$ cat src/dsol_defs.vh
`ifndef DSOL_DEFS_VH
`define DSOL_DEFS_VH

// ----------------------------------------
// Register byte offsets
// ----------------------------------------
`define DSOL_OFS_MAX_FREQ 6'h00
`define DSOL_OFS_START_FREQ 6'h04
`define DSOL_OFS_STD_SET_FREQ 6'h08
`define DSOL_OFS_ACCEL_ON_A 6'h0c
`define DSOL_OFS_DECEL_OFF_A 6'h10
`define DSOL_OFS_ACCEL_ON_B 6'h14
`define DSOL_OFS_DECEL_OFF_B 6'h18
`define DSOL_OFS_FUNC_SEL 6'h1c
`define DSOL_OFS_STATUS 6'h20

// ----------------------------------------
// Reset values
// ----------------------------------------
`define DSOL_RST_FREQ 16'h0000
`define DSOL_RST_FUNC_SEL 24'h000100
`define DSOL_RST_WAIT 1'b1

// ----------------------------------------
// Output function codes
// ----------------------------------------
`define DSOL_CODE_RUN 8'h00
`define DSOL_CODE_CONST_SPEED 8'h01
`define DSOL_CODE_OVER_A 8'h02
`define DSOL_CODE_SET_A 8'h06
`define DSOL_CODE_OVER_B 8'h24
`define DSOL_CODE_SET_B 8'h25

// ----------------------------------------
// Hysteresis margins, percent of maximum frequency
// ----------------------------------------
`define DSOL_PCT_ON 8'd1
`define DSOL_PCT_OFF 8'd2
`define DSOL_PCT_DIV 8'd100

// ----------------------------------------
// Status register field positions
// ----------------------------------------
`define DSOL_ST_RUN 0
`define DSOL_ST_CONST 1
`define DSOL_ST_OVER_A 2
`define DSOL_ST_SET_A 3
`define DSOL_ST_OVER_B 4
`define DSOL_ST_SET_B 5
`define DSOL_ST_TERM_LSB 8

`endif

$ cat src/dsol_band.v
`timescale 1ns/1ps
`default_nettype none

// Hysteresis band flag: set inside the turn-on band, cleared outside the
// turn-off band, held in between, forced clear while disabled.
module dsol_band #(
   parameter FW = 16
) (
   input wire i_clk,
   input wire i_rst,
   input wire i_en,
   input wire [FW-1:0] i_freq,
   input wire [FW-1:0] i_on_lo,
   input wire [FW-1:0] i_on_hi,
   input wire [FW-1:0] i_off_lo,
   input wire [FW-1:0] i_off_hi,
   output wire o_flag
);

   reg flag_ff;
   reg nxt_flag;

   // ----------------------------------------
   // Band decision
   // ----------------------------------------
   // Turn-on band wins over turn-off band when both hold
   always @* begin
      nxt_flag = flag_ff;
      if (!i_en) begin
         nxt_flag = 1'b0;
      end else if (i_freq >= i_on_lo && i_freq <= i_on_hi) begin
         nxt_flag = 1'b1;
      end else if (i_freq < i_off_lo || i_freq > i_off_hi) begin
         nxt_flag = 1'b0;
      end
   end

   // Flag register
   always @(posedge i_clk) begin
      if (i_rst) begin
         flag_ff <= 1'b0;
      end else begin
         flag_ff <= nxt_flag;
      end
   end

   assign o_flag = flag_ff;

endmodule // dsol_band

`default_nettype wire

$ cat src/dsol_top.v
// The Avalon-MM interface to the registers and the register offsets were decided locally.
`timescale 1ns/1ps
`default_nettype none
`include "dsol_defs.vh"

module dsol_top #(
   parameter FW = 16,
   parameter NTERM = 3
) (
   input wire I_CORE_CLK,
   input wire I_SYS_RST,
   input wire [5:0] I_AVS_ADDRESS,
   input wire I_AVS_READ,
   input wire I_AVS_WRITE,
   input wire [31:0] I_AVS_WRITEDATA,
   input wire [3:0] I_AVS_BYTEENABLE,
   output wire [31:0] O_AVS_READDATA,
   output wire O_AVS_WAITREQUEST,
   input wire I_RUN_MODE,
   input wire I_RAMP_ACCEL,
   input wire I_RAMP_DECEL,
   input wire [FW-1:0] I_OUT_FREQ,
   output wire [NTERM-1:0] O_TERM_OUT_N,
   output wire [NTERM-1:0] O_TERM_OE
);

   localparam [FW-1:0] FULL = {FW{1'b1}};
   localparam [FW-1:0] ZERO = {FW{1'b0}};

   // ----------------------------------------
   // Helper functions
   // ----------------------------------------
   // Saturating subtraction, floor at zero
   function [FW-1:0] sat_sub;
      input [FW-1:0] a;
      input [FW-1:0] b;
      begin
         sat_sub = (a > b) ? (a - b) : ZERO;
      end
   endfunction

   // Saturating addition, ceiling at full scale
   function [FW-1:0] sat_add;
      input [FW-1:0] a;
      input [FW-1:0] b;
      reg [FW:0] s;
      begin
         s = {1'b0, a} + {1'b0, b};
         sat_add = s[FW] ? FULL : s[FW-1:0];
      end
   endfunction

   // Percentage of a frequency value
   function [FW-1:0] pct;
      input [FW-1:0] f;
      input [7:0] p;
      reg [FW+7:0] prod;
      begin
         prod = {8'h00, f} * {{FW{1'b0}}, p};
         prod = prod / {{FW{1'b0}}, `DSOL_PCT_DIV}; // Divide the full product, never a truncated one
         pct = (prod > {8'h00, FULL}) ? FULL : prod[FW-1:0];
      end
   endfunction

   // Byte-enable merge of a write into a stored word
   function [31:0] merge;
      input [31:0] old;
      input [31:0] wd;
      input [3:0] be;
      integer k;
      begin
         merge = old;
         for (k = 0; k < 4; k = k + 1) begin
            if (be[k]) begin
               merge[k*8 +: 8] = wd[k*8 +: 8];
            end
         end
      end
   endfunction

   // ----------------------------------------
   // Register file
   // ----------------------------------------
   reg [FW-1:0] max_freq_ff;
   reg [FW-1:0] start_freq_ff;
   reg [FW-1:0] standard_set_frequency_ff;
   reg [FW-1:0] accel_on_threshold_a_ff;
   reg [FW-1:0] decel_off_threshold_a_ff;
   reg [FW-1:0] accel_on_threshold_b_ff;
   reg [FW-1:0] decel_off_threshold_b_ff;
   reg [8*NTERM-1:0] func_sel_ff;
   reg [31:0] readdata_ff;
   reg waitrequest_ff;
   reg [31:0] nxt_readdata;
   reg [31:0] status_word;
   wire req;
   wire wr_go;
   wire [5:0] word_adr;
   wire [31:0] wr_word;

   // Addressed word with the enabled write lanes merged in
   assign wr_word = merge(nxt_readdata, I_AVS_WRITEDATA, I_AVS_BYTEENABLE);
   assign req = I_AVS_READ | I_AVS_WRITE;
   assign wr_go = I_AVS_WRITE & ~waitrequest_ff;
   assign word_adr = {I_AVS_ADDRESS[5:2], 2'b00};

   // Waitrequest drops for one cycle, the cycle after a request is seen
   always @(posedge I_CORE_CLK) begin
      if (I_SYS_RST) begin
         waitrequest_ff <= `DSOL_RST_WAIT;
      end else begin
         waitrequest_ff <= ~(req & waitrequest_ff);
      end
   end

   // Register writes take effect on the edge where waitrequest is low
   always @(posedge I_CORE_CLK) begin
      if (I_SYS_RST) begin
         max_freq_ff <= `DSOL_RST_FREQ;
         start_freq_ff <= `DSOL_RST_FREQ;
         standard_set_frequency_ff <= `DSOL_RST_FREQ;
         accel_on_threshold_a_ff <= `DSOL_RST_FREQ;
         decel_off_threshold_a_ff <= `DSOL_RST_FREQ;
         accel_on_threshold_b_ff <= `DSOL_RST_FREQ;
         decel_off_threshold_b_ff <= `DSOL_RST_FREQ;
         func_sel_ff <= `DSOL_RST_FUNC_SEL;
      end else if (wr_go) begin
         case (word_adr)
            `DSOL_OFS_MAX_FREQ: begin
               max_freq_ff <= wr_word[FW-1:0];
            end
            `DSOL_OFS_START_FREQ: begin
               start_freq_ff <= wr_word[FW-1:0];
            end
            `DSOL_OFS_STD_SET_FREQ: begin
               standard_set_frequency_ff <= wr_word[FW-1:0];
            end
            `DSOL_OFS_ACCEL_ON_A: begin
               accel_on_threshold_a_ff <= wr_word[FW-1:0];
            end
            `DSOL_OFS_DECEL_OFF_A: begin
               decel_off_threshold_a_ff <= wr_word[FW-1:0];
            end
            `DSOL_OFS_ACCEL_ON_B: begin
               accel_on_threshold_b_ff <= wr_word[FW-1:0];
            end
            `DSOL_OFS_DECEL_OFF_B: begin
               decel_off_threshold_b_ff <= wr_word[FW-1:0];
            end
            `DSOL_OFS_FUNC_SEL: begin
               func_sel_ff <= wr_word[8*NTERM-1:0];
            end
            default: begin
               func_sel_ff <= func_sel_ff; // Unmapped or read-only: ignored
            end
         endcase
      end
   end

   // Read mux; unmapped addresses read as zero
   always @* begin
      nxt_readdata = 32'h0000_0000;
      case (word_adr)
         `DSOL_OFS_MAX_FREQ: nxt_readdata = {16'h0000, max_freq_ff};
         `DSOL_OFS_START_FREQ: nxt_readdata = {16'h0000, start_freq_ff};
         `DSOL_OFS_STD_SET_FREQ: nxt_readdata = {16'h0000, standard_set_frequency_ff};
         `DSOL_OFS_ACCEL_ON_A: nxt_readdata = {16'h0000, accel_on_threshold_a_ff};
         `DSOL_OFS_DECEL_OFF_A: nxt_readdata = {16'h0000, decel_off_threshold_a_ff};
         `DSOL_OFS_ACCEL_ON_B: nxt_readdata = {16'h0000, accel_on_threshold_b_ff};
         `DSOL_OFS_DECEL_OFF_B: nxt_readdata = {16'h0000, decel_off_threshold_b_ff};
         `DSOL_OFS_FUNC_SEL: nxt_readdata = {{(32-8*NTERM){1'b0}}, func_sel_ff};
         `DSOL_OFS_STATUS: nxt_readdata = status_word;
         default: nxt_readdata = 32'h0000_0000;
      endcase
   end

   // Read data captured as waitrequest drops and held while it is low
   always @(posedge I_CORE_CLK) begin
      if (I_SYS_RST) begin
         readdata_ff <= 32'h0000_0000;
      end else if (I_AVS_READ & waitrequest_ff) begin
         readdata_ff <= nxt_readdata;
      end
   end

   assign O_AVS_READDATA = readdata_ff;
   assign O_AVS_WAITREQUEST = waitrequest_ff;

   // ----------------------------------------
   // Hysteresis margins
   // ----------------------------------------
   reg [FW-1:0] fon_ff;
   reg [FW-1:0] foff_ff;

   // Margins track the maximum frequency setting every cycle
   always @(posedge I_CORE_CLK) begin
      if (I_SYS_RST) begin
         fon_ff <= `DSOL_RST_FREQ;
         foff_ff <= `DSOL_RST_FREQ;
      end else begin
         fon_ff <= pct(max_freq_ff, `DSOL_PCT_ON);
         foff_ff <= pct(max_freq_ff, `DSOL_PCT_OFF);
      end
   end

   // ----------------------------------------
   // Indicators
   // ----------------------------------------
   reg run_ind_ff;
   wire steady;
   wire const_speed_arrival;
   wire over_freq_arrival_a;
   wire over_freq_arrival_b;
   wire set_freq_arrival_a;
   wire set_freq_arrival_b;

   assign steady = I_RUN_MODE & ~I_RAMP_ACCEL & ~I_RAMP_DECEL;

   // Running indicator: run mode and above start frequency
   always @(posedge I_CORE_CLK) begin
      if (I_SYS_RST) begin
         run_ind_ff <= 1'b0;
      end else begin
         run_ind_ff <= I_RUN_MODE & (I_OUT_FREQ > start_freq_ff);
      end
   end

   // Constant speed: band around standard set frequency, off while ramping
   dsol_band #(.FW(FW)) u_const (
      .i_clk(I_CORE_CLK),
      .i_rst(I_SYS_RST),
      .i_en(steady),
      .i_freq(I_OUT_FREQ),
      .i_on_lo(sat_sub(standard_set_frequency_ff, fon_ff)),
      .i_on_hi(sat_add(standard_set_frequency_ff, fon_ff)),
      .i_off_lo(sat_sub(standard_set_frequency_ff, foff_ff)),
      .i_off_hi(sat_add(standard_set_frequency_ff, foff_ff)),
      .o_flag(const_speed_arrival)
   );

   // Over frequency and set frequency pairs, one per threshold pair
   genvar g;
   generate
      for (g = 0; g < 2; g = g + 1) begin : g_pair
         wire [FW-1:0] acc_thr;
         wire [FW-1:0] dec_thr;
         wire [FW-1:0] over_on_lo;
         wire [FW-1:0] over_off_lo;
         wire [FW-1:0] set_lo;
         wire [FW-1:0] set_hi;
         wire over_flag;
         wire set_flag;
         assign acc_thr = (g == 0) ? accel_on_threshold_a_ff : accel_on_threshold_b_ff;
         assign dec_thr = (g == 0) ? decel_off_threshold_a_ff : decel_off_threshold_b_ff;
         // Turn-on away from decel, or during decel only at full-scale frequency; turn-off only during decel
         assign over_on_lo = I_RAMP_DECEL ? FULL : sat_sub(acc_thr, fon_ff);
         assign over_off_lo = I_RAMP_DECEL ? sat_sub(dec_thr, foff_ff) : ZERO;
         // Accel band and decel band for set frequency arrival
         assign set_lo = I_RAMP_DECEL ? sat_sub(dec_thr, foff_ff) : sat_sub(acc_thr, fon_ff);
         assign set_hi = I_RAMP_DECEL ? sat_add(dec_thr, fon_ff) : sat_add(acc_thr, foff_ff);

         dsol_band #(.FW(FW)) u_over (
            .i_clk(I_CORE_CLK),
            .i_rst(I_SYS_RST),
            .i_en(I_RUN_MODE),
            .i_freq(I_OUT_FREQ),
            .i_on_lo(over_on_lo),
            .i_on_hi(FULL),
            .i_off_lo(over_off_lo),
            .i_off_hi(FULL),
            .o_flag(over_flag)
         );

         dsol_band #(.FW(FW)) u_set (
            .i_clk(I_CORE_CLK),
            .i_rst(I_SYS_RST),
            .i_en(I_RUN_MODE),
            .i_freq(I_OUT_FREQ),
            .i_on_lo(set_lo),
            .i_on_hi(set_hi),
            .i_off_lo(set_lo),
            .i_off_hi(set_hi),
            .o_flag(set_flag)
         );
      end
   endgenerate

   assign over_freq_arrival_a = g_pair[0].over_flag;
   assign over_freq_arrival_b = g_pair[1].over_flag;
   assign set_freq_arrival_a = g_pair[0].set_flag;
   assign set_freq_arrival_b = g_pair[1].set_flag;

   // ----------------------------------------
   // Terminal function select and drive
   // ----------------------------------------
   reg [NTERM-1:0] term_oe_ff;
   reg [NTERM-1:0] term_out_n_ff;
   reg [NTERM-1:0] nxt_term_act;
   integer t;

   // Each terminal picks its own function independently
   always @* begin
      nxt_term_act = {NTERM{1'b0}};
      for (t = 0; t < NTERM; t = t + 1) begin
         case (func_sel_ff[t*8 +: 8])
            `DSOL_CODE_RUN: nxt_term_act[t] = run_ind_ff;
            `DSOL_CODE_CONST_SPEED: nxt_term_act[t] = const_speed_arrival;
            `DSOL_CODE_OVER_A: nxt_term_act[t] = over_freq_arrival_a;
            `DSOL_CODE_SET_A: nxt_term_act[t] = set_freq_arrival_a;
            `DSOL_CODE_OVER_B: nxt_term_act[t] = over_freq_arrival_b;
            `DSOL_CODE_SET_B: nxt_term_act[t] = set_freq_arrival_b;
            default: nxt_term_act[t] = 1'b0;
         endcase
      end
   end

   // Active terminal pulls low with enable set, idle terminal released
   always @(posedge I_CORE_CLK) begin
      if (I_SYS_RST) begin
         term_oe_ff <= {NTERM{1'b0}};
         term_out_n_ff <= {NTERM{1'b1}};
      end else begin
         term_oe_ff <= nxt_term_act;
         term_out_n_ff <= ~nxt_term_act;
      end
   end

   assign O_TERM_OE = term_oe_ff;
   assign O_TERM_OUT_N = term_out_n_ff;

   // Status word: indicators and terminal activity
   always @* begin
      status_word = 32'h0000_0000;
      status_word[`DSOL_ST_RUN] = run_ind_ff;
      status_word[`DSOL_ST_CONST] = const_speed_arrival;
      status_word[`DSOL_ST_OVER_A] = over_freq_arrival_a;
      status_word[`DSOL_ST_SET_A] = set_freq_arrival_a;
      status_word[`DSOL_ST_OVER_B] = over_freq_arrival_b;
      status_word[`DSOL_ST_SET_B] = set_freq_arrival_b;
      status_word[`DSOL_ST_TERM_LSB +: NTERM] = term_oe_ff;
   end

endmodule // dsol_top

`default_nettype wire

$ cat config.mk
export PLATFORM = sky130hd
export DESIGN_NAME = dsol_top
export DESIGN_NICKNAME = d
export VERILOG_FILES = /design/src/dsol_band.v /design/src/dsol_top.v
export VERILOG_INCLUDE_DIRS = /design/src
export SDC_FILE = /design/constraint.sdc
export NUM_CORES = 1
export LEC_CHECK = 0
export BUFFER_PORTS_ARGS = -buffer_cell sky130_fd_sc_hd__buf_2
export CAP_MARGIN = 20
export CORE_MARGIN = 1
export CORE_UTILIZATION = 65
export DETAILED_ROUTE_END_ITERATION = 6
export PLACE_DENSITY = 0.83
export SLEW_MARGIN = 0
export SYNTH_ARGS = -nofsm -noshare
export SYNTH_HDL_FRONTEND = slang
export SYNTH_HIERARCHICAL = 1
export SYNTH_SLANG_ARGS = --single-unit
$ cat constraint.sdc
create_clock -name I_CORE_CLK -period 6.5 [get_ports I_CORE_CLK]
set_clock_uncertainty 0.05 [all_clocks]
set_input_delay 0.325 -clock I_CORE_CLK [delete_from_list [all_inputs] [get_ports I_CORE_CLK]]
set_output_delay 0.325 -clock I_CORE_CLK [all_outputs]
set_load 0.005 [all_outputs]
==> results of run 1 <==
-- path summary, 6_finish.rpt --
kind	endpoint	depth (start not counted)	startpoint	slack [ns]
worst max-delay path	foff_ff[0]	23	max_freq_ff[13]	0.35
worst max register to register	foff_ff[0]	23	max_freq_ff[13]	0.35
worst min-delay path	O_AVS_WAITREQUEST	2	I_AVS_READ	0.06
worst min register to register	O_AVS_READDATA[19]	2	O_AVS_READDATA[19]	0.40
-- layout by cell type, fill, tap and decap left out, drive strengths merged, types with 58 or more instances in the layout --
cell | Yosys | layout
nand3 | 118 | 118
conb | 2 | 72
inv | 449 | 456
nor2 | 222 | 222
a22oi | 84 | 84
xnor2 | 88 | 88
o21ai | 116 | 116
a21o | 70 | 70
nand4 | 85 | 85
dfxtp | 194 | 194
buf | 38 | 149
nand2 | 408 | 408
a21oi | 356 | 356
nand2b | 58 | 58
nor3 | 71 | 71
o21bai | 63 | 63
ha | 457 | 457
-- final cells by class --
type	instances	area (µm²)
Multi-Input combinational cell	2792	19600
Sequential cell	194	3890
Clock inverter	13	139
Timing Repair Buffer	149	926
Inverter	449	1690
Fill cell	3211	11300
Clock buffer	19	443
Tap cell	518	648
-- worst max-delay path: stages (launching register included) --
cell,delay [ns]
dfxtp_2,0.45
nand2_1,0.11
a222oi_1,0.31
buf_4,0.18
nand2_1,0.13
o211a_1,0.33
o31a_1,0.37
or3_1,0.44
nand2_1,0.15
mux2_4,0.37
or3_1,0.41
a31oi_4,0.25
nor2_1,0.10
buf_4,0.19
nor3_1,0.24
o211ai_1,0.13
a21oi_1,0.16
a211oi_1,0.09
or4_1,0.54
a21oi_1,0.19
o2bb2ai_1,0.12
a221oi_1,0.27
a211oi_1,0.11
a2111oi_2,0.33
-- timing repair --
action | 4_1_cts | 5_1_grt
gates resized for setup | 0 | 35
endpoints found under the hold margin | 0 | 0
setup endpoints to repair | 0 | 3
buffers inserted | 0 | 3
-- cell families after synthesis --
| group | count (synthesis) | synth area share (%) |
|---|---|---|
| AND/OR/NAND/NOR | 1156 | 21.9 |
| other | 2 | 0.0295 |
| buffers and inverters | 609 | 9.27 |
| AO/OA/AOI/OAI | 919 | 23.8 |
| multiplexers | 40 | 1.69 |
| adder cells (fa/ha/maj) | 469 | 23.4 |
| flip-flops | 194 | 15.3 |
| XOR/XNOR | 136 | 4.71 |
-- sequential cells by signal, summed over array words and instances, names as in the netlist, 10 cells and up --
signal and cells:
decel_off_threshold_a_ff 16, accel_on_threshold_a_ff 16, fon_ff 10, decel_off_threshold_b_ff 16
max_freq_ff 16, standard_set_frequency_ff 16, func_sel_ff 24, accel_on_threshold_b_ff 16
start_freq_ff 16, O_AVS_READDATA 24, foff_ff 11
-- stage by stage --
step                      power (mW)  util (%)  TNS (ns)  cells
after CTS                       3.09      70.3         0   4127
after floorplan                 1.78         -         0   3595
after global placement          1.98      68.7         0   4093
final                           3.14      70.8         0   4134
after detailed placement        2.03      68.8         0   4095
after global routing            3.27      70.8   -0.0385   4134
-- report_power, final --
group	switching [mW]	total [mW]	internal [mW]
registers	0.0202	1.22	1.20
clock network	0.544	1.10	0.554
logic	0.518	0.827	0.309
total	1.08	3.14	2.06
-- routing by layer --
layer	vias up	routed length [µm]	GRT usage, %
met5	-	0	0
met4	0	5960	26.7
met3	434	9330	9.90
met2	1495	38900	69.1
met1	12414	35800	54.1
li1	12457	-	-
==> results by group, run 1 <==
Outcome
  • Status: finished with violations
  • Failing checks: design-rule violations

Clock tree
  • Max Buffers Root-to-Sink: 2
  • CTS Buf Count: 17
  • Clock Latency Late Sink: 0.47 ns
  • H-tree depth: 4
  • CTS tree: done
  • Root buf cell: clkbuf_16
  • # clock sinks: 194
  • Worst-path clk slew: 0.07 ns
  • Hold buffer count at CTS: 0

Timing
  • Worst setup slack after layout: 0.355 ns
  • F_max: 163 MHz
  • Final hold vios: 0
  • Fin crit share: 94.5%
  • Relative slew slack: 16.5%
  • Min cycle time layout: 6.15 ns
  • Setup violators final: 0
  • Slew Viols, Final: 0
  • Hold_ws: 0.0637 ns
  • Worst-Margin Slew: 1.22 ns

Synthesis
  • Yosys warns: 6
  • Post-synth EDFFs: 0
  • Average size of a mapped cell: 7.22 µm²
  • Post-synth top area cell: ha_1
  • Synthesized area: 25400 µm²
  • Synth cell types: 87
  • Most common cell in the netlist: ha_1
  • Syn Inst Count: 3525
  • Async set or reset register ratio after synthesis: 0%
  • Most used flip-flop cell after synthesis: dfxtp_1
  • Sequential fraction of the synthesis area: 15.3%
  • Number of synthesized register bits: 194
  • Ranking of synthesized cells by area: ha_1 22%, dfxtp_1 15%, a21oi_1 7.0%
  • Synth top area share: 22.5%
  • Commonest cells in the netlist: 457 x ha_1, 449 x inv_1, 407 x nand2_1

Pwr
  • LEAKAGE: 11.8 nW
  • Pwr dens: 115 nW/µm²
  • Max rail drop VDD: 0.224 mV

Layout
  • Area Growth Syn to Fin: 7.58%
  • Net count, final: 4137
  • Layout cells sized above 1: 7.74%
  • # diodes: 0
  • Cell area after layout: 27400 µm²

Routing
  • Post-route DRC: 18
  • WL final: 90000 µm
  • DR vias/cell: 6.48
  • DR iter-0 viols: 2966
  • Vias: 26800
  • DRT Pass-1 Iters: 7
  • Final ANT Viol Nets: 0
  • Wirelength per Cell: 21.8 µm

Floorplan
  • Die area: 39900 µm²
  • Core ar.: 38600 µm²
  • Chip Height: 200 µm
  • Starting Density: 65.8%
  • Die Width: 200 µm
  • Row cnt: 72
  • IO Count: 104

Global routing
  • Largest net degree at the start of global routing: 105
  • GRT Total Usage: 43.7%
  • Vias in the first global route: 25017
  • Initial antenna violation count: 0
  • First-pass GRT wire length: 134000 µm
  • GR Overflow Total: 0

Setup path
  • CP required: 6.80 ns
  • Worst Path Max Fanout: 11
  • CP endpoint kind: register
  • Startpoint Class: register
  • Worst endpoint data arrival time: 6.44 ns
  • Kind of critical path: register to register

Min path
  • Type of the worst min-delay path: primary input to register

Placement
  • DP Area: 26600 µm²
  • GP Congestion: 1.08
  • DP Wirelength: 69400 µm
  • Placement Setup Slack: 0.107 ns
  • PortBufs: 84

Flow run
  • Max Cap Viol: 0
No activity file was read; power rests on OpenSTA's default activity.
==> run 2, diff against run 1 <==
--- a/config.mk
+++ b/config.mk
@@ -9,9 +9,9 @@
 export BUFFER_PORTS_ARGS = -buffer_cell sky130_fd_sc_hd__buf_2
 export CAP_MARGIN = 20
 export CORE_MARGIN = 1
-export CORE_UTILIZATION = 65
+export CORE_UTILIZATION = 55
 export DETAILED_ROUTE_END_ITERATION = 6
-export PLACE_DENSITY = 0.83
+export PLACE_DENSITY = 0.72
 export SLEW_MARGIN = 0
 export SYNTH_ARGS = -nofsm -noshare
 export SYNTH_HDL_FRONTEND = slang
==> results by group, run 2 (synthesis results as in run 1) <==
Clock tree
  • Max Buffers Root-to-Sink: 2
  • Clock Latency Late Sink: 0.48 ns
  • Hold buffer count at CTS: 0
  • # clock sinks: 194
  • Worst-path clk slew: 0.07 ns
  • H-tree depth: 4
  • CTS tree: done
  • Root buf cell: clkbuf_16
  • CTS Buf Count: 17

Routing
  • DRT Pass-1 Iters: 7
  • Final ANT Viol Nets: 0
  • DR vias/cell: 6.04
  • Vias: 25625
  • Post-route DRC: 0
  • Wirelength per Cell: 20.1 µm
  • WL final: 85400 µm
  • DR iter-0 viols: 2677

Timing
  • Final hold vios: 0
  • Fin crit share: 94.4%
  • Worst-Margin Slew: 1.21 ns
  • Worst setup slack after layout: 0.362 ns
  • Relative slew slack: 16.8%
  • F_max: 163 MHz
  • Slew Viols, Final: 0
  • Min cycle time layout: 6.14 ns
  • Setup violators final: 0

Pwr
  • Max rail drop VDD: 0.265 mV
  • Switch share: 34.2%
  • Comb pwr share: 25.6%
  • Pwr dens: 113 nW/µm²
  • LEAKAGE: 11.9 nW
  • Power Internal: 2.06 mW
  • Net load switching power: 1.07 mW
  • Pwr Total: 3.13 mW
  • Sequential group share of total power: 39.0%
  • Clk pwr share: 35.4%

Setup path
  • R2R depth: 23
  • Reg2Reg Capture Point: foff_ff[0]
  • Reg-to-reg slack, setup: 0.36 ns
  • CP required: 6.81 ns
  • Startpoint Class: register
  • CP endpoint kind: register
  • Worst endpoint data arrival time: 6.45 ns
  • Critical R2R Launch: max_freq_ff[10]
  • Kind of critical path: register to register
  • Worst Path Max Fanout: 17

Layout
  • Most common cell after layout, fill and taps aside: ha_1
  • Area Growth Syn to Fin: 8.66%
  • # diodes: 0
  • Number of fill cells: 4403
  • Layout cells sized above 1: 8.19%
  • Commonest cells after routing, fill and taps aside: 457 x ha_1, 449 x inv_1, 407 x nand2_1
  • Net count, final: 4161
  • Non-Filler Instances: 4240

Global routing
  • GRT Total Usage: 35.7%
  • First-pass GRT wire length: 131000 µm
  • GR Overflow Total: 0
  • Initial antenna violation count: 1
  • Largest net degree at the start of global routing: 74
  • Vias in the first global route: 23378

Placement
  • GP Congestion: 1.06
  • Placed cells: 4201
  • DP Wirelength: 65700 µm
  • PortBufs: 84
  • Placement Setup Slack: 0.265 ns

Min path
  • Type of the worst min-delay path: primary input to register
  • Hold Crit Start: I_AVS_WRITE
  • Worst Hold Depth: 2
  • Hold EP: O_AVS_WAITREQUEST

Outcome
  • Status: finished, final reports clean

Flow run
  • Max Cap Viol: 0

Floorplan
  • Starting Density: 55.9%
  • Die area: 47100 µm²
  • Chip Height: 217 µm
  • Die Width: 217 µm
  • Core ar.: 45500 µm²
  • IO Count: 104
  • Row cnt: 78
-- run 2: cell count changes in the layout (fill, tap and decap cells not counted), moves of 2 or more --
cell,before,now
o22ai_1,16,18
buf_4,63,88
inv_6,4,2
o22ai_2,2,0
clkinv_8,0,2
dfxtp_2,5,3
nor2_2,0,2
dfxtp_1,188,191
nor2_1,222,220
-- run 2: worst max-delay path by stage --
stage	to	slack (ns)	cells past startpoint	startpoint
2_1_floorplan	foff_ff[0]	0.84	23	max_freq_ff[15]
3_3_place_gp	foff_ff[0]	0.29	21	max_freq_ff[12]
3_5_place_dp	foff_ff[0]	0.26	22	max_freq_ff[10]
4_1_cts	foff_ff[0]	0.24	22	max_freq_ff[10]
5_1_grt	foff_ff[0]	-0.01	22	max_freq_ff[13]
6_report	foff_ff[0]	0.36	23	max_freq_ff[10]
-- run 2: stage by stage --
stage | hold WS (ns) | cell area, µm² | setup TNS (ns) | util (%)
after floorplan | 0.386 | 25700 | 0 | -
after global placement | 0.392 | 26900 | 0 | 59.0
after detailed placement | 0.394 | 26900 | 0 | 59.1
after CTS | 0.0361 | 27500 | 0 | 60.4
after global routing | 0.0590 | 27600 | -0.0145 | 60.8
final | 0.0489 | 27600 | 0 | 60.8
-- run 2: worst max-delay path: stages (launching register included) --
cell and delay, ns:
dfxtp_2 0.38, buf_4 0.21, and2_1 0.15, a222oi_1 0.33
nand2_1 0.20, o211a_1 0.32, or3_1 0.44, o2111ai_4 0.29
a221oi_2 0.14, or4_4 0.60, a211oi_4 0.31, a31oi_4 0.09
o22ai_4 0.25, buf_4 0.15, and3_1 0.17, o21ai_0 0.09
mux2i_1 0.19, a211oi_2 0.13, or4_1 0.55, a21oi_1 0.17
o2bb2ai_1 0.12, a221oi_1 0.27, a211oi_1 0.10, a2111oi_2 0.32
-- run 2: power groups by stage --
stage	Combinational [mW]	Clock [mW]	Sequential (mW)
after floorplan	0.539	0	1.24
after global placement	0.762	0	1.25
after detailed placement	0.775	0	1.25
after CTS	0.779	1.11	1.22
after global routing	0.898	1.15	1.22
final	0.801	1.11	1.22
-- run 2: layout make-up --
class	instances	area, µm²	share of cell area (%)
Sequential cell	194	3890	14.1
Inverter	449	1690	6.10
Clock buffer	18	429	1.55
Timing Repair Buffer	173	1110	4.03
Tap cell	600	751	2.72
Clock inverter	14	166	0.602
Multi-Input combinational cell	2792	19600	70.9
-- run 2: what timing repair did --
action,in CTS,in global routing
resized for setup,0,25
setup endpoints to repair,0,3
buffers inserted,0,4
-- run 2: metal layers --
metal / vias to the layer above / share of wire, % / GRT usage [%] / routed length (µm)
met5: - / 0.020 / 0 / 17
met4: 2 / 4.8 / 15.8 / 4120
met3: 260 / 8.5 / 5.69 / 7250
met2: 1069 / 43 / 56.2 / 36900
met1: 11783 / 44 / 48.0 / 37200
li1: 12511 / - / - / -
